**config.mk**
```make
export PLATFORM = sky130hd
export DESIGN_NAME = eibp_port
export DESIGN_NICKNAME = d
export VERILOG_FILES = /design/src/design/eibp_pkg.sv /design/src/design/eibp_sync.sv /design/src/design/eibp_port.sv
export SDC_FILE = /design/constraint.sdc
export NUM_CORES = 1
export LEC_CHECK = 0
export BUFFER_PORTS_ARGS = -buffer_cell sky130_fd_sc_hd__buf_4
export CORE_AREA = 5 5 129 131
export DETAILED_ROUTE_END_ITERATION = 8
export DIE_AREA = 0 0 134 136
export GPL_ROUTABILITY_DRIVEN = 0
export HOLD_SLACK_MARGIN = 0.02
export PLACE_DENSITY = 0.75
export SYNTH_ARGS = -nofsm -noshare
export SYNTH_HDL_FRONTEND = slang
export SYNTH_SLANG_ARGS = --single-unit
```
**constraint.sdc**
```tcl
create_clock -name aclk -period 1.6 [get_ports aclk]
set_input_delay 0.24 -clock aclk [delete_from_list [all_inputs] [get_ports aclk]]
set_output_delay 0.24 -clock aclk [all_outputs]
set_load 0.01 [all_outputs]
```
**src/design/eibp_pkg.sv**
```systemverilog
/*
 * eibp_pkg: shared constants of the eight-bit I/O port: register offsets,
 * values after reset, peripheral function slot tables and bus codes.
 * Assumes an AXI4-Lite slave with 32-bit data, one register per word.
 */
`default_nettype none

package eibp_pkg;

   ////////////////////////////////////////////////////////////////////////////
   // sizes
   localparam int PINS  = 8;
   localparam int SLOTS = 4;
   localparam int AW    = 6;

   ////////////////////////////////////////////////////////////////////////////
   // register byte offsets
   localparam logic [AW-1:0] OFF_PIN_VALUE = 6'h00;
   localparam logic [AW-1:0] OFF_DIRECTION = 6'h04;
   localparam logic [AW-1:0] OFF_LATCH     = 6'h08;
   localparam logic [AW-1:0] OFF_ANALOG    = 6'h0C;
   localparam logic [AW-1:0] OFF_PULLUP    = 6'h10;
   localparam logic [AW-1:0] OFF_OPEN_DR   = 6'h14;
   localparam logic [AW-1:0] OFF_SLEW      = 6'h18;
   localparam logic [AW-1:0] OFF_THRESHOLD = 6'h1C;
   localparam logic [AW-1:0] OFF_PU_CTRL   = 6'h20;

   ////////////////////////////////////////////////////////////////////////////
   // values after reset
   localparam logic [7:0] RST_DIRECTION = 8'hFF;
   localparam logic [7:0] RST_LATCH     = 8'h00;
   localparam logic [7:0] RST_PULLUP    = 8'hFF;
   localparam logic [7:0] RST_OPEN_DR   = 8'h00;
   localparam logic [7:0] RST_SLEW      = 8'hFF;
   localparam logic [7:0] RST_THRESHOLD = 8'h00;
   localparam logic       RST_PU_DIS    = 1'b1;
   // implemented analog select bits; bit 6 is absent on this instance
   localparam logic [7:0] ANALOG_IMPL   = 8'hBF;

   ////////////////////////////////////////////////////////////////////////////
   // peripheral slots per pin, slot 0 highest priority, flat index pin*4+slot
   // pin7: programming data, dac output two, i2c/spi clock, usart sync data
   // pin6: programming clock, i2c data, usart transmit clock
   // pin5: serial data out, comparator three, capture compare three
   // pin3: capture compare two; pin2: reference clock out
   // pin1: opamp two output; pin0: capture compare one
   localparam logic [31:0] SLOT_USED  = 32'hF770_1111;
   // programming functions own the driver regardless of direction
   localparam logic [31:0] SLOT_OVRD  = 32'h1100_0000;

   ////////////////////////////////////////////////////////////////////////////
   // bus answers
   localparam logic [1:0] RESP_OKAY   = 2'h0;
   localparam logic [1:0] RESP_SLVERR = 2'h2;

endpackage

`default_nettype wire

```
**src/design/eibp_sync.sv**
```systemverilog
/*
 * eibp_sync: two-flop synchroniser for a vector of pad inputs.
 * Assumes each bit is asynchronous to aclk and only its level matters.
 */
`default_nettype none

module eibp_sync #(
   parameter int WIDTH = 16
) (
   // clock and reset
   input  wire logic             aclk,
   input  wire logic             aresetn,
   // asynchronous levels in, synchronised levels out
   input  wire logic [WIDTH-1:0] async_in,
   output logic      [WIDTH-1:0] sync_out
);

   logic [WIDTH-1:0] stage_one;

   // first stage is read only by the second stage
   always_ff @(posedge aclk) begin
      if (!aresetn) begin
         stage_one <= '0;
         sync_out  <= '0;
      end else begin
         stage_one <= async_in;
         sync_out  <= stage_one;
      end
   end

endmodule

`default_nettype wire

```
**src/design/eibp_port.sv**
```systemverilog
/*
 * eibp_port: eight-bit bidirectional I/O port with registers on AXI4-Lite.
 * Assumes pads deliver both input thresholds and resolve the wire from oe.
 */
// Operation
// threshold bit 1 picks Schmitt input, 0 picks TTL, for reads and change detect
// direction bit 1 puts the pin driver in high impedance
// direction bit 0 enables the driver with output latch contents
// pin value read returns pins; write goes to the output latch
// pin value write samples pins, modifies them, stores result in latch
// direction bits drive output enables even for analog pins
// software keeps analog pins set as inputs
// analog select set makes digital reads of that pin return zero
// analog select does not affect digital outputs
// analog select bits reset to analog mode
// open-drain bit set makes the pin sink current only
// open-drain bit clear gives push-pull drive
// slew bit set limits slew rate per pin
// software changes threshold only while peripherals are disabled
// highest priority enabled function controls the pin
// pin 7 order: programming data, dac two, i2c/spi clock, usart data, latch
// some input functions override the port and join the priority order
// pull-up on only when global disable clear and pin is an input
`default_nettype none

module eibp_port (
   // clock and reset
   input  wire logic        aclk,
   input  wire logic        aresetn,
   // axi4-lite write address
   input  wire logic [5:0]  s_axi_awaddr,
   input  wire logic [2:0]  s_axi_awprot,
   input  wire logic        s_axi_awvalid,
   output logic             s_axi_awready,
   // axi4-lite write data
   input  wire logic [31:0] s_axi_wdata,
   input  wire logic [3:0]  s_axi_wstrb,
   input  wire logic        s_axi_wvalid,
   output logic             s_axi_wready,
   // axi4-lite write response
   output logic [1:0]       s_axi_bresp,
   output logic             s_axi_bvalid,
   input  wire logic        s_axi_bready,
   // axi4-lite read address
   input  wire logic [5:0]  s_axi_araddr,
   input  wire logic [2:0]  s_axi_arprot,
   input  wire logic        s_axi_arvalid,
   output logic             s_axi_arready,
   // axi4-lite read data
   output logic [31:0]      s_axi_rdata,
   output logic [1:0]       s_axi_rresp,
   output logic             s_axi_rvalid,
   input  wire logic        s_axi_rready,
   // pad inputs, both thresholds
   input  wire logic [7:0]  pin_in_schmitt,
   input  wire logic [7:0]  pin_in_ttl,
   // pad controls
   output logic      [7:0]  pin_out,
   output logic      [7:0]  pin_oe,
   output logic      [7:0]  pin_slew_limit,
   output logic      [7:0]  pin_pullup,
   output logic      [7:0]  pin_analog,
   // selected digital input for change detection
   output logic      [7:0]  digital_input,
   // peripheral functions, flat index pin*4+slot, slot 0 highest
   input  wire logic [31:0] func_en,
   input  wire logic [31:0] func_out,
   input  wire logic [31:0] func_oe
);

   ////////////////////////////////////////////////////////////////////////////
   // registers and internal signals
   logic [7:0]  direction_a;
   logic [7:0]  output_latch_a;
   logic [7:0]  analog_select_a;
   logic [7:0]  pullup_enable_a;
   logic [7:0]  open_drain_enable_a;
   logic [7:0]  slew_limit_a;
   logic [7:0]  input_threshold_select_a;
   logic        global_pullup_disable;
   logic [15:0] pad_sync;
   logic [7:0]  sync_schmitt;
   logic [7:0]  sync_ttl;
   logic [5:0]  aw_addr;
   logic        aw_full;
   logic [31:0] w_data;
   logic [3:0]  w_strb;
   logic        w_full;
   logic        do_write;
   logic [7:0]  next_out;
   logic [7:0]  next_oe;
   logic [7:0]  won_any;
   logic [7:0]  won_ovrd;
   logic [31:0] next_rdata;
   logic        next_rerr;

   ////////////////////////////////////////////////////////////////////////////
   // functions

   // true when the offset names a register
   function automatic logic eibp_mapped(input logic [5:0] a);
      case (a)
         eibp_pkg::OFF_PIN_VALUE, eibp_pkg::OFF_DIRECTION, eibp_pkg::OFF_LATCH,
         eibp_pkg::OFF_ANALOG, eibp_pkg::OFF_PULLUP, eibp_pkg::OFF_OPEN_DR,
         eibp_pkg::OFF_SLEW, eibp_pkg::OFF_THRESHOLD, eibp_pkg::OFF_PU_CTRL: eibp_mapped = 1'b1;
         default: eibp_mapped = 1'b0;
      endcase
   endfunction

   // byte lane zero merge of a write into an eight-bit register
   function automatic logic [7:0] eibp_merge(input logic [7:0] old, input logic [31:0] d,
                                             input logic [3:0] s);
      eibp_merge = s[0] ? d[7:0] : old;
   endfunction

   ////////////////////////////////////////////////////////////////////////////
   // pad input synchroniser
   eibp_sync #(
      .WIDTH (16)
   ) u_sync (
      .aclk     (aclk),
      .aresetn  (aresetn),
      .async_in ({pin_in_schmitt, pin_in_ttl}),
      .sync_out (pad_sync)
   );

   assign sync_schmitt = pad_sync[15:8];
   assign sync_ttl     = pad_sync[7:0];

   // threshold choice, analog pins read as zero
   always_ff @(posedge aclk) begin
      if (!aresetn) begin
         digital_input <= 8'h00;
      end else begin
         digital_input <= ((input_threshold_select_a & sync_schmitt) |
                           (~input_threshold_select_a & sync_ttl)) &
                          ~analog_select_a;
      end
   end

   ////////////////////////////////////////////////////////////////////////////
   // write channel capture, address and data in either order
   always_ff @(posedge aclk) begin
      if (!aresetn) begin
         aw_full       <= 1'b0;
         aw_addr       <= 6'h00;
         s_axi_awready <= 1'b0;
      end else if (s_axi_awvalid && s_axi_awready) begin
         aw_full       <= 1'b1;
         aw_addr       <= s_axi_awaddr;
         s_axi_awready <= 1'b0;
      end else if (do_write) begin
         aw_full <= 1'b0;
      end else if (!aw_full && !s_axi_bvalid) begin
         s_axi_awready <= 1'b1;
      end
   end

   always_ff @(posedge aclk) begin
      if (!aresetn) begin
         w_full       <= 1'b0;
         w_data       <= 32'h0000_0000;
         w_strb       <= 4'h0;
         s_axi_wready <= 1'b0;
      end else if (s_axi_wvalid && s_axi_wready) begin
         w_full       <= 1'b1;
         w_data       <= s_axi_wdata;
         w_strb       <= s_axi_wstrb;
         s_axi_wready <= 1'b0;
      end else if (do_write) begin
         w_full <= 1'b0;
      end else if (!w_full && !s_axi_bvalid) begin
         s_axi_wready <= 1'b1;
      end
   end

   assign do_write = aw_full && w_full;

   // write response one cycle after both halves are held
   always_ff @(posedge aclk) begin
      if (!aresetn) begin
         s_axi_bvalid <= 1'b0;
         s_axi_bresp  <= eibp_pkg::RESP_OKAY;
      end else if (do_write) begin
         s_axi_bvalid <= 1'b1;
         s_axi_bresp  <= eibp_mapped(aw_addr) ? eibp_pkg::RESP_OKAY : eibp_pkg::RESP_SLVERR;
      end else if (s_axi_bvalid && s_axi_bready) begin
         s_axi_bvalid <= 1'b0;
      end
   end

   ////////////////////////////////////////////////////////////////////////////
   // output latch: direct write, or read-modify-write through the pin value
   always_ff @(posedge aclk) begin
      if (!aresetn) begin
         output_latch_a <= eibp_pkg::RST_LATCH;
      end else if (do_write && aw_addr == eibp_pkg::OFF_PIN_VALUE) begin
         output_latch_a <= eibp_merge(digital_input, w_data, w_strb);
      end else if (do_write && aw_addr == eibp_pkg::OFF_LATCH) begin
         output_latch_a <= eibp_merge(output_latch_a, w_data, w_strb);
      end
   end

   // configuration registers
   always_ff @(posedge aclk) begin
      if (!aresetn) begin
         direction_a              <= eibp_pkg::RST_DIRECTION;
         analog_select_a          <= eibp_pkg::ANALOG_IMPL;
         pullup_enable_a          <= eibp_pkg::RST_PULLUP;
         open_drain_enable_a      <= eibp_pkg::RST_OPEN_DR;
         slew_limit_a             <= eibp_pkg::RST_SLEW;
         input_threshold_select_a <= eibp_pkg::RST_THRESHOLD;
         global_pullup_disable    <= eibp_pkg::RST_PU_DIS;
      end else if (do_write) begin
         case (aw_addr)
            eibp_pkg::OFF_DIRECTION: direction_a <= eibp_merge(direction_a, w_data, w_strb);
            eibp_pkg::OFF_ANALOG:
               analog_select_a <= eibp_merge(analog_select_a, w_data, w_strb) & eibp_pkg::ANALOG_IMPL;
            eibp_pkg::OFF_PULLUP: pullup_enable_a <= eibp_merge(pullup_enable_a, w_data, w_strb);
            eibp_pkg::OFF_OPEN_DR:
               open_drain_enable_a <= eibp_merge(open_drain_enable_a, w_data, w_strb);
            eibp_pkg::OFF_SLEW: slew_limit_a <= eibp_merge(slew_limit_a, w_data, w_strb);
            eibp_pkg::OFF_THRESHOLD:
               input_threshold_select_a <= eibp_merge(input_threshold_select_a, w_data, w_strb);
            eibp_pkg::OFF_PU_CTRL: begin
               if (w_strb[0]) begin
                  global_pullup_disable <= w_data[0];
               end
            end
            default: begin
            end
         endcase
      end
   end

   ////////////////////////////////////////////////////////////////////////////
   // read channel, data registered one cycle after the address is taken
   always_comb begin
      next_rdata = 32'h0000_0000;
      next_rerr  = 1'b0;
      case (s_axi_araddr)
         eibp_pkg::OFF_PIN_VALUE: next_rdata[7:0] = digital_input;
         eibp_pkg::OFF_DIRECTION: next_rdata[7:0] = direction_a;
         eibp_pkg::OFF_LATCH:     next_rdata[7:0] = output_latch_a;
         eibp_pkg::OFF_ANALOG:    next_rdata[7:0] = analog_select_a;
         eibp_pkg::OFF_PULLUP:    next_rdata[7:0] = pullup_enable_a;
         eibp_pkg::OFF_OPEN_DR:   next_rdata[7:0] = open_drain_enable_a;
         eibp_pkg::OFF_SLEW:      next_rdata[7:0] = slew_limit_a;
         eibp_pkg::OFF_THRESHOLD: next_rdata[7:0] = input_threshold_select_a;
         eibp_pkg::OFF_PU_CTRL:   next_rdata[0]   = global_pullup_disable;
         default:                 next_rerr       = 1'b1;
      endcase
   end

   always_ff @(posedge aclk) begin
      if (!aresetn) begin
         s_axi_arready <= 1'b0;
         s_axi_rvalid  <= 1'b0;
         s_axi_rdata   <= 32'h0000_0000;
         s_axi_rresp   <= eibp_pkg::RESP_OKAY;
      end else if (s_axi_arvalid && s_axi_arready) begin
         s_axi_arready <= 1'b0;
         s_axi_rvalid  <= 1'b1;
         s_axi_rdata   <= next_rdata;
         s_axi_rresp   <= next_rerr ? eibp_pkg::RESP_SLVERR : eibp_pkg::RESP_OKAY;
      end else if (s_axi_rvalid && s_axi_rready) begin
         s_axi_rvalid <= 1'b0;
      end else if (!s_axi_rvalid) begin
         s_axi_arready <= 1'b1;
      end
   end

   ////////////////////////////////////////////////////////////////////////////
   // output priority: first enabled populated slot wins, latch is last
   always_comb begin
      next_out = output_latch_a;
      next_oe  = ~direction_a;
      won_any  = 8'h00;
      won_ovrd = 8'h00;
      for (int p = 0; p < eibp_pkg::PINS; p++) begin
         for (int s = eibp_pkg::SLOTS - 1; s >= 0; s--) begin
            if (eibp_pkg::SLOT_USED[p*4+s] && func_en[p*4+s]) begin
               won_any[p]  = 1'b1;
               won_ovrd[p] = eibp_pkg::SLOT_OVRD[p*4+s];
               next_out[p] = func_out[p*4+s];
               next_oe[p]  = eibp_pkg::SLOT_OVRD[p*4+s] ? func_oe[p*4+s]
                                                        : (~direction_a[p] & func_oe[p*4+s]);
            end
         end
      end
   end

   // pad drive: open drain sinks only, push-pull drives both ways
   always_ff @(posedge aclk) begin
      if (!aresetn) begin
         pin_out <= 8'h00;
         pin_oe  <= 8'h00;
      end else begin
         pin_out <= next_out & ~open_drain_enable_a;
         pin_oe  <= next_oe & ~(open_drain_enable_a & next_out);
      end
   end

   // slew, pull-up and analog pad controls
   always_ff @(posedge aclk) begin
      if (!aresetn) begin
         pin_slew_limit <= 8'h00;
         pin_pullup     <= 8'h00;
         pin_analog     <= 8'h00;
      end else begin
         pin_slew_limit <= slew_limit_a;
         pin_pullup     <= pullup_enable_a & direction_a & {8{~global_pullup_disable}};
         pin_analog     <= analog_select_a;
      end
   end

   ////////////////////////////////////////////////////////////////////////////
   // assertions
   a_input_hiz: assert property (@(posedge aclk) disable iff (!aresetn)
      $past(aresetn) |-> (pin_oe & $past(direction_a) & ~$past(won_ovrd)) == 8'h00)
      else $error("input pin driven");

   a_latch_drive: assert property (@(posedge aclk) disable iff (!aresetn)
      $past(aresetn) && $past(direction_a[0]) == 1'b0 && !$past(won_any[0]) &&
      !$past(open_drain_enable_a[0]) |-> pin_oe[0] && pin_out[0] == $past(output_latch_a[0]))
      else $error("output pin not driven from latch");

   a_read_pins: assert property (@(posedge aclk) disable iff (!aresetn)
      s_axi_arvalid && s_axi_arready && s_axi_araddr == eibp_pkg::OFF_PIN_VALUE
      |=> s_axi_rvalid && s_axi_rdata[7:0] == $past(digital_input))
      else $error("pin value read wrong");

   a_rmw_write: assert property (@(posedge aclk) disable iff (!aresetn)
      do_write && aw_addr == eibp_pkg::OFF_PIN_VALUE
      |=> output_latch_a == (w_strb[0] ? $past(w_data[7:0]) : $past(digital_input)) && s_axi_bvalid)
      else $error("pin value write not stored in latch");

   a_analog_zero: assert property (@(posedge aclk) disable iff (!aresetn)
      $past(aresetn) |-> (digital_input & $past(analog_select_a)) == 8'h00)
      else $error("analog pin read nonzero");

   a_analog_reset: assert property (@(posedge aclk) disable iff (!aresetn)
      !$past(aresetn) |-> analog_select_a == eibp_pkg::ANALOG_IMPL)
      else $error("analog select reset value wrong");

   a_open_drain: assert property (@(posedge aclk) disable iff (!aresetn)
      $past(aresetn) |-> (pin_out & $past(open_drain_enable_a)) == 8'h00)
      else $error("open drain pin sources current");

   a_pullup_gate: assert property (@(posedge aclk) disable iff (!aresetn)
      $past(aresetn) && $past(global_pullup_disable) |-> pin_pullup == 8'h00)
      else $error("pull-up on while disabled");

   a_pin7_prio: assert property (@(posedge aclk) disable iff (!aresetn)
      func_en[28] && func_en[29] && !open_drain_enable_a[7] |=> pin_out[7] == $past(func_out[28]))
      else $error("pin 7 priority wrong");

   c_write_done: cover property (@(posedge aclk) disable iff (!aresetn)
      do_write ##1 s_axi_bvalid && s_axi_bready);
   c_read_done: cover property (@(posedge aclk) disable iff (!aresetn)
      s_axi_rvalid && s_axi_rready && s_axi_rresp == eibp_pkg::RESP_OKAY);
   c_periph_wins: cover property (@(posedge aclk) disable iff (!aresetn)
      won_any[7] && !direction_a[7]);

endmodule

`default_nettype wire

```
# == Word level (Yosys, flattened, before mapping) ==
# Index checks and enable logic that the tools add are counted.
# W data, S select, Z words.
# totals
ff_bits,169
wordCells,166
input_bits,173
mem_bits_ro,0
output_inout_bits,89
ram_bits,0
n_memories,0
latch_bits,0
# op_classes
n_addsub,0
n_mul,0
n_eq_ne,16
reduce_logical,37
div,0
n_mux,46
shifts,0
bitwise_logic,38
magnitude_cmp,0
# op_table
operator,count
$and A8 B8 Y8,8
$pmux W7 S8,1
$eq A6 B5 Y1 const B,8
$not A8 Y8,5
$mux W1,38
$mux W8,4
$eq A6 B4 Y1 const B,4
$reduce_and A3 Y1,7
$reduce_or A9 Y1,2
$and A1 B1 Y1,12
$eq A6 B3 Y1 const B,2
$eq A6 B6 Y1 const B,2
$logic_not A6 Y1,2
$not A1 Y1,12
$reduce_bool A2 Y1,6
$logic_and A1 B1 Y1,10
$pmux W1 S9,1
$or A8 B8 Y8,1
$reduce_and A2 Y1,4
$reduce_or A2 Y1,3
$mux W2,2
$logic_not A1 Y1,3

# == Logic depth before layout (Yosys ltp) ==
# Gate-level depths: netlist (run 1).
# logic_depth
word_depth,7
depth_mapped,7
ltp_nobuf,4

# == Hierarchy ==
# Synthesis (run 1) repeated with hierarchy kept, for this count alone.
# unflattened
cells_unflattened,682
hier_area_um2,6683.9
# by_module_without_submodules
module,area_each_um2,n_inst,seq_area_each_um2,cells_per_inst
eibp_port,5788.1,1,2702.6,615
eibp_sync,895.9,1,640.6,67

# == Least setup slack after synthesis (run 1) ==
# Ideal clock, no wire load.
# synth_timing
kind,flip-flop to flip-flop
startpoint,reg aw_addr[2]
endpoint,reg output_latch_a[0]
path_stages_with_launch,6
t_required_ps,1477
setup_time_ps,123
period_less_slack_ps,1714
path_slack_ps,-114
n_path_buf,1
arrival_ps,1591
path_cell_list,dfxtp_1 buf_6 or3_4 nor4_4 mux2i_1 a211oi_2
# synth_between
elab_chain_cells,4
word_cells_on_any_way,8
cone_classes,eq/ne: 1; mux: 1; reduce/logical: 6
# synth_lines
item,line,rtl
from (decl),eibp_port.sv:84,logic [5:0] aw_addr;
from (signal assigned),eibp_port.sv:150,aw_addr <= s_axi_awaddr;
$eq A6 B4 Y1 / $logic_not A6 Y1 (equally long branches),"eibp_port.sv:199, eibp_port.sv:197",
$logic_and A1 B1 Y1 (on tied branches),"eibp_port.sv:199, eibp_port.sv:197",
$reduce_bool A2 Y1 (no source line),n/a,
$reduce_and A2 Y1 (no source line),n/a,
to (signal assigned),eibp_port.sv:196,output_latch_a <= eibp_pkg::RST_LATCH;
to (signal assigned),eibp_port.sv:198,"output_latch_a <= eibp_merge(digital_input, w_data, w_strb);"
to (signal assigned),eibp_port.sv:200,"output_latch_a <= eibp_merge(output_latch_a, w_data, w_strb);"
to (decl),eibp_port.sv:74,logic [7:0] output_latch_a;
# Parallel ways exist; a longest one is shown, timed or not.
# A chain may end at the register's enable or synchronous reset.

# == Worst setup path in the final report (run 1) ==
# layout_timing
startpoint,reg aw_addr[1]
endpoint,reg slew_limit_a[5]
# layout_between
elab_chain_cells,2
# layout_lines
item,line,rtl
$eq A6 B5 Y1,eibp_port.sv:215,case (aw_addr)
$reduce_and A3 Y1 (no source line),n/a,
to (signal assigned),eibp_port.sv:211,slew_limit_a <= eibp_pkg::RST_SLEW;
to (signal assigned),eibp_port.sv:222,"eibp_pkg::OFF_SLEW: slew_limit_a <= eibp_merge(slew_limit_a, w_data, w_strb);"
to (decl),eibp_port.sv:78,logic [7:0] slew_limit_a;
# No other way between the ends.

==> results of run 1 <==
==> logic make-up after synthesis <==
group,count (synthesis),synth area share [%]
simple gates,257,21.00
flops,167,50.77
compound gates,99,9.044
buf+inv,81,6.745
mux,75,12.39
other cells,1,0.05695
==> per-stage QoR <==
step / cells / setup TNS (ns) / area [um^2]
5_1_grt: 1054 / -0.01895 / 8755
3_5_place_dp: 1007 / -0.3016 / 7945
3_3_place_gp: 1007 / -0.04386 / 7945
4_1_cts: 1054 / 0 / 8708
6_report: 1054 / 0 / 8755
2_1_floorplan: 706 / -0.5654 / 6698
==> per-layer routing <==
| layer | global-route usage (%) | vias up | wire length [um] |
|---|---|---|---|
| met5 | 0 | - | 0 |
| met3 | 4.219 | 25 | 1276 |
| met2 | 28.64 | 205 | 7608 |
| li1 | - | 2659 | - |
| met4 | 7.029 | 0 | 316 |
| met1 | 24.13 | 2465 | 7480 |
==> worst paths after layout <==
path | startpoint | slack (ns) | end
worst min register to register | u_sync.stage_one[14] | 0.43 | u_sync.sync_out[14]
worst max-delay path | aw_addr[1] | 0.06 | slew_limit_a[5]
worst max register to register | aw_addr[1] | 0.06 | slew_limit_a[5]
worst min-delay path | func_en[8] | 0.04 | pin_oe[2]
==> critical path, stage by stage, from the launching register on <==
cell	delay, ns
dfxtp_2	0.33
buf_6	0.12
nor4b_4	0.22
buf_4	0.17
nand4b_1	0.11
buf_6	0.19
mux2i_2	0.20
nand2_1	0.08
==> Yosys cell counts, types with 3 or more instances <==
library cell  count  share of area, %
dfxtp_1         167                51
nand2_1          85               4.8
mux2i_1          68                10
and2_1           49               4.7
a21oi_1          36               2.7
o21ai_0          33               2.5
buf_4            30               3.4
clkbuf_1         29               1.7
nand3_1          24               1.8
nor3_1           24               1.8
inv_1            13              0.74
nor2_1           13              0.74
nor2b_1          11               1.0
and3_1            9              0.85
nand2b_1          6              0.57
nand4_1           6              0.57
a2111oi_0         5              0.66
a211oi_1          5              0.57
mux4_2            5               1.7
nand4b_1          5              0.66
buf_1             4              0.23
nor3b_1           4              0.46
nor4_1            4              0.38
o31ai_1           4              0.46
o32ai_1           3              0.40
==> area by class of cell <==
cell class                      count  area, um^2
Clock buffer                       21       470.5
Timing Repair Buffer              193        1580
Multi-Input combinational cell    458        2944
Clock inverter                     10       122.6
Tap cell                          192       240.2
Sequential cell                   167        3348
Inverter                           13       48.80
Fill cell                        1355        6728
==> power groups by stage <==
| stage | Sequential, mW | Combinational (mW) | Clock [mW] |
|---|---|---|---|
| floorplan | 4.44 | 0.421 | 0 |
| global placement | 4.43 | 0.739 | 0 |
| detailed placement | 4.43 | 0.747 | 0 |
| CTS | 4.34 | 0.781 | 4.09 |
| global route | 4.36 | 0.856 | 4.31 |
| finish | 4.35 | 0.785 | 4.01 |
==> timing repair <==
action                                  4_1_cts  5_1_grt
endpoints found under the setup margin        8       37
gates resized for setup                       3       12
setup buffers                                 1        0
hold endpoints to repair                     15        0
pin swaps                                     2        3
hold buffers                                 15        0
==> impl_metrics.csv, run 1 <==
group,metric,value,unit
grt,grt_pass1_vias,4950,
layout,top_regs,"u_sync.stage_one: 16 flops, u_sync.sync_out: 16 flops",
timing,period_needed,1.542,ns
pwr,clockPowerShare,43.9,%
placed_design,place_hpwl,11910,um
setup_path,cp_max_fo,8,
grt,grt_overflow,0,
min_path,whs_path_depth,2,
floorplanning,design.die.area,0.01822,mm^2
timing,rsz0062_at_grt,"yes",
cts,clk_pin_slew,0.06,ns
synth,ys.flop_type,"dfxtp_1",
placed_design,preCtsSetupSlack,-0.04687,ns
pwr,power.internal,7.100,mW
cts,cts_tree,"done",
grt,grt_pass1_wl,25810,um
synth,seq_area_frac_synth,50.77,%
pwr,cellLeakagePower,3.803,nW
pwr,powerDensity,1045,mW/mm^2
min_path,min_path_type,"in -> reg",
timing,max_slew_margin,53.22,%
routing,drt_pass1_iterations,5,
pwr,swShare,22.36,%
floorplanning,initial_core_util,42.53,%
layout,post-route-util,56.55,%
synth,netlist_area,0.006585,mm^2
pwr,combPwrFrac,8.6,%
timing,setup_ws,0.05804,ns
synth,synth_edf_count,0,
layout,antennaDiodeCount,0,
routing,drc,0,
placed_design,numPortBuffers,147,
synth,yosysWarnings,0,
timing,tightest_slew,0.6992,ns
grt,antenna_found_initial,0,
synth,syn_inst,680,
timing,skew,0.004932,ns
cts,cts.path.max_buffers,2,
routing,drtAntennaViolNets,0,
routing,drtIter0Drc,435,
pwr,p_sw,2.044,mW
cts,clk_latency,0.42,ns
flow_run,max-cap-violations,0,
layout,nets,1023,
synth,ys_ff_latch,167,
grt,grt_max_degree,118,
floorplanning,ios,262,
synth,synth_cell_type_count,53,
setup_path,start_kind,"flip-flop",
setup_path,arrival,1.83,ns
timing,finalCritPeriodShare,96.37,%
status,status,"finished clean",
cts,cts_max_level,4,
synth,async_flop_share,0,%
floorplanning,die_w,134,um
setup_path,path_class,"reg -> reg",
setup_path,cp-end-kind,"flip-flop",
floorplanning,rows,46,
cts,cts_made_buffers,17,
pwr,peakVddDrop,0.0007857,V
pwr,finalPower,9.145,mW
floorplanning,core,0.01548,mm^2
timing,max_freq,648.5,MHz
layout,drive_gt1_share,27.03,%
layout,final_cell_mix,"buf_4, dfxtp_1, nand2_1",
cts,clock_tree.root_cell,"clkbuf_16",
pwr,power.share.sequential,47.5,%
routing,routed_wirelength,16680,um
setup_path,cp.required,1.89,ns
floorplanning,fp.dieH,136,um
timing,finalSetupViolations,0,
setup_path,rr_worst_depth,7,
layout,final_common_cell,"buf_4",
routing,via_per_inst,5.080,
timing,slew_viol_final,0,
layout,syn_to_final_growth,32.95,%
cts,cts.sinks,167,
synth,postSynthAreaPerCell,9.684,um^2
grt,grtUsageTotal,18.11,%
timing,holdWs,0.03610,ns
timing,hold_viol_final,0,
routing,vias,5354,
routing,wl_per_cell,15.83,um
Note: power is estimated with default switching activity, not from simulation.
==> run 2: changes to the inputs <==
--- a/config.mk
+++ b/config.mk
@@ -6,12 +6,13 @@
 export NUM_CORES = 1
 export LEC_CHECK = 0
 export BUFFER_PORTS_ARGS = -buffer_cell sky130_fd_sc_hd__buf_4
-export CORE_AREA = 5 5 129 131
+export CORE_AREA = 5 5 130 132
 export DETAILED_ROUTE_END_ITERATION = 8
-export DIE_AREA = 0 0 134 136
+export DIE_AREA = 0 0 135 137
 export GPL_ROUTABILITY_DRIVEN = 0
 export HOLD_SLACK_MARGIN = 0.02
 export PLACE_DENSITY = 0.75
 export SYNTH_ARGS = -nofsm -noshare
 export SYNTH_HDL_FRONTEND = slang
+export SYNTH_HIERARCHICAL = 1
 export SYNTH_SLANG_ARGS = --single-unit
==> run 2 against run 1 <==
The flow now finishes with violations (setup timing). Die area grew 1.5%. Count of clock-buffer cells in the layout did not move. Critical path depth fell by 2. Clock skew up 0.0081 ns. Synthesized area rose by 1.5%. Largest cell class unchanged. Clock power is 5.7% higher. Routed wire length rose by 3.5%. Synthesized cell count increased by 0.29%. Worst hold slack improved by 0.00064 ns.
==> impl_metrics.csv, run 2 <==
group,metric,value,unit
timing,tightest_slew,0.7691,ns
synth,synth.area.top_cells,"dfxtp_1, mux2i_1, nand2_1",
layout,drive_gt1_share,33.71,%
layout,antennaDiodeCount,0,
timing,finalCritPeriodShare,107.2,%
routing,vias,5399,
pwr,finalPower,9.444,mW
grt,grt_pass1_vias,5290,
routing,via_per_inst,4.855,
cts,clock_tree.root_cell,"clkbuf_16",
timing,rsz0062_at_grt,"yes",
synth,syn_inst,682,
flow_run,max-cap-violations,0,
layout,stdcell_count,1112,
cts,cts.sinks,167,
synth,synth_xor_area_share,0,%
synth,ys_top_cells_by_count,"dfxtp_1, mux2i_1, nand2_1",
placed_design,placement.cell_area,0.008398,mm^2
layout,nFillCells,1313,
cts,cts_max_level,4,
synth,synthMuxAreaShare,13.07,%
routing,drc,0,
timing,setup_ws,-0.1156,ns
layout,post-route-util,58.77,%
timing,finalSetupViolations,40,
cts,cts.path.max_buffers,2,
placed_design,numPortBuffers,147,
floorplanning,die_w,135,um
status,violations,"setup timing",
grt,grtUsageTotal,18.70,%
timing,period_needed,1.716,ns
timing,holdWs,0.03675,ns
routing,drtAntennaViolNets,0,
synth,postSynthAreaPerCell,9.800,um^2
synth,synth-compound-area-share,10.05,%
synth,synth_edf_count,0,
floorplanning,fp.dieH,137,um
routing,routed_wirelength,17260,um
timing,fin_tns_setup,-2.002,ns
layout,nets,1056,
setup_path,cp-end-kind,"flip-flop",
synth,ys_ff_latch,167,
floorplanning,ios,262,
setup_path,cp_max_fo,8,
synth,ys.flop_type,"dfxtp_1",
setup_path,arrival,2.03,ns
synth,synth-simple-area-share,20.61,%
layout,syn_to_final_growth,37.14,%
layout,design_area,0.009166,mm^2
setup_path,path_class,"reg -> reg",
floorplanning,design.die.area,0.01850,mm^2
synth,synth_top_family_by_area,"simple AND/OR/NAND/NOR gates",
layout,final_cell_mix,"buf_4, dfxtp_1, mux2i_1",
routing,wl_per_cell,15.52,um
synth,async_flop_share,0,%
cts,cts_made_buffers,17,
timing,max_freq,582.9,MHz
routing,drtIter0Drc,408,
grt,grt_overflow,0,
grt,grt_pass1_wl,27190,um
layout,final_common_cell,"buf_4",
placed_design,dpl.cell_count,1070,
floorplanning,core,0.01560,mm^2
min_path,min_path_type,"in -> reg",
synth,netlist_area,0.006684,mm^2
synth,yosys.area.top_type,"dfxtp_1",
pwr,cellLeakagePower,3.927,nW
cts,cts_tree,"done",
setup_path,cp.required,1.91,ns
placed_design,place_hpwl,12560,um
timing,slew_viol_final,0,
timing,hold_viol_final,0,
layout,top_regs,"u_sync/stage_one: 16 flops, u_sync/sync_out: 16 flops",
synth,synth.most_common_cell,"dfxtp_1",
floorplanning,initial_core_util,42.85,%
pwr,powerDensity,1030,mW/mm^2
synth,seq_area_frac_synth,50.02,%
timing,skew,0.01303,ns
synth,synth_cell_type_count,57,
placed_design,preCtsSetupSlack,-0.2420,ns
cts,clk_pin_slew,0.06,ns
floorplanning,rows,46,
setup_path,start_kind,"flip-flop",
status,status,"finished with violations",
cts,clk_latency,0.43,ns
synth,yosysWarnings,6,
synth,yosysTopAreaCellShare,50.02,%
synth,synth-adder-area-share,0,%
grt,antenna_found_initial,0,
routing,drt_pass1_iterations,5,
pwr,peakVddDrop,0.0007874,V
grt,grt_max_degree,91,
timing,max_slew_margin,48.54,%
## run 2: changes by cell type after synthesis, sizes merged, moves of 4 or more
cell,change
nor3,-4
nor2,+14
o21ai,-16
mux2i,+17
mux4,-5
nand2,-5
nor3b,+5
a21oi,-5
nand4b,-5
o22ai,+6
a221oi,+5
nand3,-13
## run 2: worst paths after layout
kind / startpoint / slack (ns) / cells after the start / endpoint
max reg2reg: aw_addr[0] / -0.12 / 5 / output_latch_a[4]
min reg2reg: u_sync/stage_one[2] / 0.45 / 1 / u_sync/sync_out[2]
min: pin_in_ttl[2] / 0.04 / 2 / u_sync/stage_one[2]
max: aw_addr[0] / -0.12 / 5 / output_latch_a[4]
## run 2: layout make-up
cell class,count,area [um^2],share of cell area (%)
clock buffers,21,480.5,5.242
clock inverters,11,145.1,1.583
inverters,16,60.06,0.6552
multi-input cells,460,3070,33.50
flip-flops and latches,167,3348,36.53
well taps,216,270.3,2.948
repair buffers,221,1792,19.55
## run 2: worst max-delay path, stage by stage (launching register included)
cell	delay, ns
dfxtp_2	0.34
or4_4	0.58
nor4_4	0.20
buf_12	0.18
mux2i_1	0.22
a211oi_2	0.09
## run 2: logic make-up after synthesis
group                  after synthesis
AOI/OAI and AO/OA                   98
muxes                               87
other                                1
DFF                                167
buffers and inverters               81
and+or+nand+nor                    248
## run 2: per-layer routing
metal / routed length, um / share of wire (%) / global-route usage, %
met5: 0 / 0 / 0
met4: 237 / 1.4 / 5.599
met3: 1607 / 9.3 / 6.029
met2: 7807 / 45 / 29.46
met1: 7610 / 44 / 24.64
## run 2: report_power, final
part / internal, mW / leakage (nW) / total [mW] / switching [mW]
logic: 0.460 / 2.26 / 0.859 / 0.399
clock network: 2.62 / 0.301 / 4.24 / 1.62
registers: 4.27 / 1.37 / 4.35 / 0.0778
total: 7.35 / 3.93 / 9.44 / 2.09
## run 2: repair_timing
item,in CTS,in global routing
endpoints found under the hold margin,6,1
setup buffers,2,0
pin swaps,4,2
hold buffers,6,1
resized for setup,9,8
gates cloned,1,0
endpoints found under the setup margin,41,50
==> run 3: changes to the inputs <==
--- a/config.mk
+++ b/config.mk
@@ -6,12 +6,13 @@
 export NUM_CORES = 1
 export LEC_CHECK = 0
 export BUFFER_PORTS_ARGS = -buffer_cell sky130_fd_sc_hd__buf_4
-export CORE_AREA = 5 5 130 132
+export CORE_AREA = 3 3 128 130
 export DETAILED_ROUTE_END_ITERATION = 8
-export DIE_AREA = 0 0 135 137
+export DIE_AREA = 0 0 131 133
 export GPL_ROUTABILITY_DRIVEN = 0
 export HOLD_SLACK_MARGIN = 0.02
 export PLACE_DENSITY = 0.75
+export SKIP_CTS_REPAIR_TIMING = 1
 export SYNTH_ARGS = -nofsm -noshare
 export SYNTH_HDL_FRONTEND = slang
 export SYNTH_HIERARCHICAL = 1
==> run 3 against run 2 <==
Largest cell class unchanged. Maximum frequency decreased by 1.6%. Combinational power down 2%. Sequential cell count is the same. The flow still finishes with violations (setup timing).
==> impl_metrics.csv, run 3 (same netlist as run 2, synthesis figures left out) <==
group,metric,value,unit
timing,setup_ws,-0.1434,ns
layout,drive_gt1_share,33.45,%
placed_design,numPortBuffers,147,
setup_path,crit_buf_inv,1,
grt,antenna_found_initial,0,
layout,nets,1042,
timing,period_needed,1.743,ns
layout,final_cell_mix,"buf_4, dfxtp_1, mux2i_1",
placed_design,dpl.cell_count,1054,
pwr,power.internal,7.209,mW
setup_path,critPathSlowestCell,"or4_4",
grt,grt_overflow,0,
setup_path,path_class,"reg -> reg",
layout,post-route-util,59.00,%
grt,grtUsageTotal,18.98,%
routing,routed_wirelength,17180,um
status,violations,"setup timing",
cts,cts_made_buffers,17,
routing,vias,5374,
placed_design,placement.cell_area,0.008272,mm^2
cts,clock_tree.root_cell,"clkbuf_16",
timing,hold_viol_final,0,
cts,clk_latency,0.42,ns
pwr,combPwrFrac,9.0,%
pwr,peakVddDrop,0.0007710,V
routing,via_per_inst,4.917,
setup_path,crit_chain,"or4_4 -> nor4_4 -> buf_12 -> mux2i_2 -> a211oi_2",
layout,multi_input_area,0.003089,mm^2
timing,skew,0.01037,ns
routing,wl_per_cell,15.72,um
setup_path,cp-startpoint,"aw_addr[0]",
setup_path,cp_max_fo,8,
cts,clk_pin_slew,0.06,ns
grt,grt_max_degree,91,
setup_path,cp-end-kind,"flip-flop",
floorplanning,die_w,131,um
cts,cts.sinks,167,
routing,drtIter0Drc,397,
pwr,p_sw,2.090,mW
timing,finalCritPeriodShare,109.0,%
routing,drc,0,
cts,cts_max_level,4,
timing,finalSetupViolations,37,
placed_design,place_hpwl,12210,um
pwr,clockPowerShare,44.2,%
cts,cts_tree,"done",
min_path,hold_start,"func_en[12]",
layout,stdcell_count,1093,
setup_path,cp.required,1.90,ns
pwr,swShare,22.47,%
floorplanning,design.die.area,0.01742,mm^2
setup_path,cp_slowest_stage_delay,0.58,ns
pwr,power.share.sequential,46.8,%
layout,final_common_cell,"buf_4",
timing,rsz0062_at_grt,"yes",
setup_path,start_kind,"flip-flop",
layout,register_area,0.003348,mm^2
floorplanning,initial_core_util,43.80,%
layout,syn_to_final_growth,34.69,%
floorplanning,fp.dieH,133,um
floorplanning,ios,262,
pwr,powerDensity,1033,mW/mm^2
min_path,min_path_type,"in -> reg",
setup_path,crit_family,"simple AND/OR/NAND/NOR gates",
setup_path,r2r-start,"aw_addr[0]",
timing,max_slew_margin,50.82,%
routing,drt_pass1_iterations,5,
floorplanning,rows,45,
timing,max_freq,573.6,MHz
timing,slew_viol_final,0,
cts,cts.path.max_buffers,2,
layout,design_area,0.009002,mm^2
flow_run,max-cap-violations,0,
routing,drtAntennaViolNets,0,
grt,grt_pass1_wl,25760,um
layout,antennaDiodeCount,0,
status,status,"finished with violations",
floorplanning,core,0.01526,mm^2
layout,nFillCells,1324,
timing,tightest_slew,0.7350,ns
layout,top_regs,"u_sync/stage_one: 16 flops, u_sync/sync_out: 16 flops",
setup_path,arrival,2.04,ns
pwr,cellLeakagePower,3.854,nW
grt,grt_pass1_vias,4985,
==> run 3: changes by cell type in the layout (fill, tap and decap cells not counted), moves of 4 or more <==
cell / change
mux2i_1: -4
buf_4: -7
dlygate4sd3_1: -5
mux2i_2: +4
==> run 3: layout make-up <==
| type | count | area share (%) |
|---|---|---|
| clock buffer | 21 | 5.003 |
| inverter | 16 | 0.6671 |
| tap | 211 | 2.933 |
| timing repair buffer | 207 | 18.22 |
| clock inverter | 11 | 1.668 |
| sequential | 167 | 37.19 |
| multi-input combinational | 460 | 34.32 |
==> run 3: power groups by stage <==
stage	registers, mW	logic (mW)	clock network (mW)
after floorplan	4.43	0.452	0
after detailed placement	4.44	0.813	0
after CTS	4.34	0.818	4.20
after global placement	4.43	0.802	0
after global routing	4.36	0.916	4.38
final	4.35	0.839	4.11
==> run 3: metrics by stage <==
stage	hold WS [ns]	setup slack (ns)	power, mW	setup TNS, ns
after detailed placement	0.4316	-0.2850	5.250	-4.826
final	0.03651	-0.1434	9.299	-1.790
after global placement	0.4254	-0.2822	5.234	-4.267
after CTS	0.01215	-0.2965	9.362	-5.464
after global routing	0.02320	-0.1876	9.656	-4.710
after floorplan	0.3570	-0.2921	4.878	-8.567
==> run 3: final timing paths <==
check | endpoint | slack [ns] | depth (start not counted)
setup / recovery | output_latch_a[6] | -0.14 | 5
hold / removal | pin_oe[3] | 0.04 | 2
setup reg to reg | output_latch_a[6] | -0.14 | 5
hold reg to reg | u_sync/sync_out[2] | 0.45 | 1
==> run 3: layer usage <==
| layer | vias to the layer above | GRT usage [%] | part of all wire (%) |
|---|---|---|---|
| met2 | 183 | 29.32 | 47 |
| met3 | 10 | 5.894 | 7.5 |
| met1 | 2483 | 25.39 | 44 |
| li1 | 2698 | - | - |
| met5 | - | 0 | 0 |
| met4 | 0 | 5.714 | 1.3 |
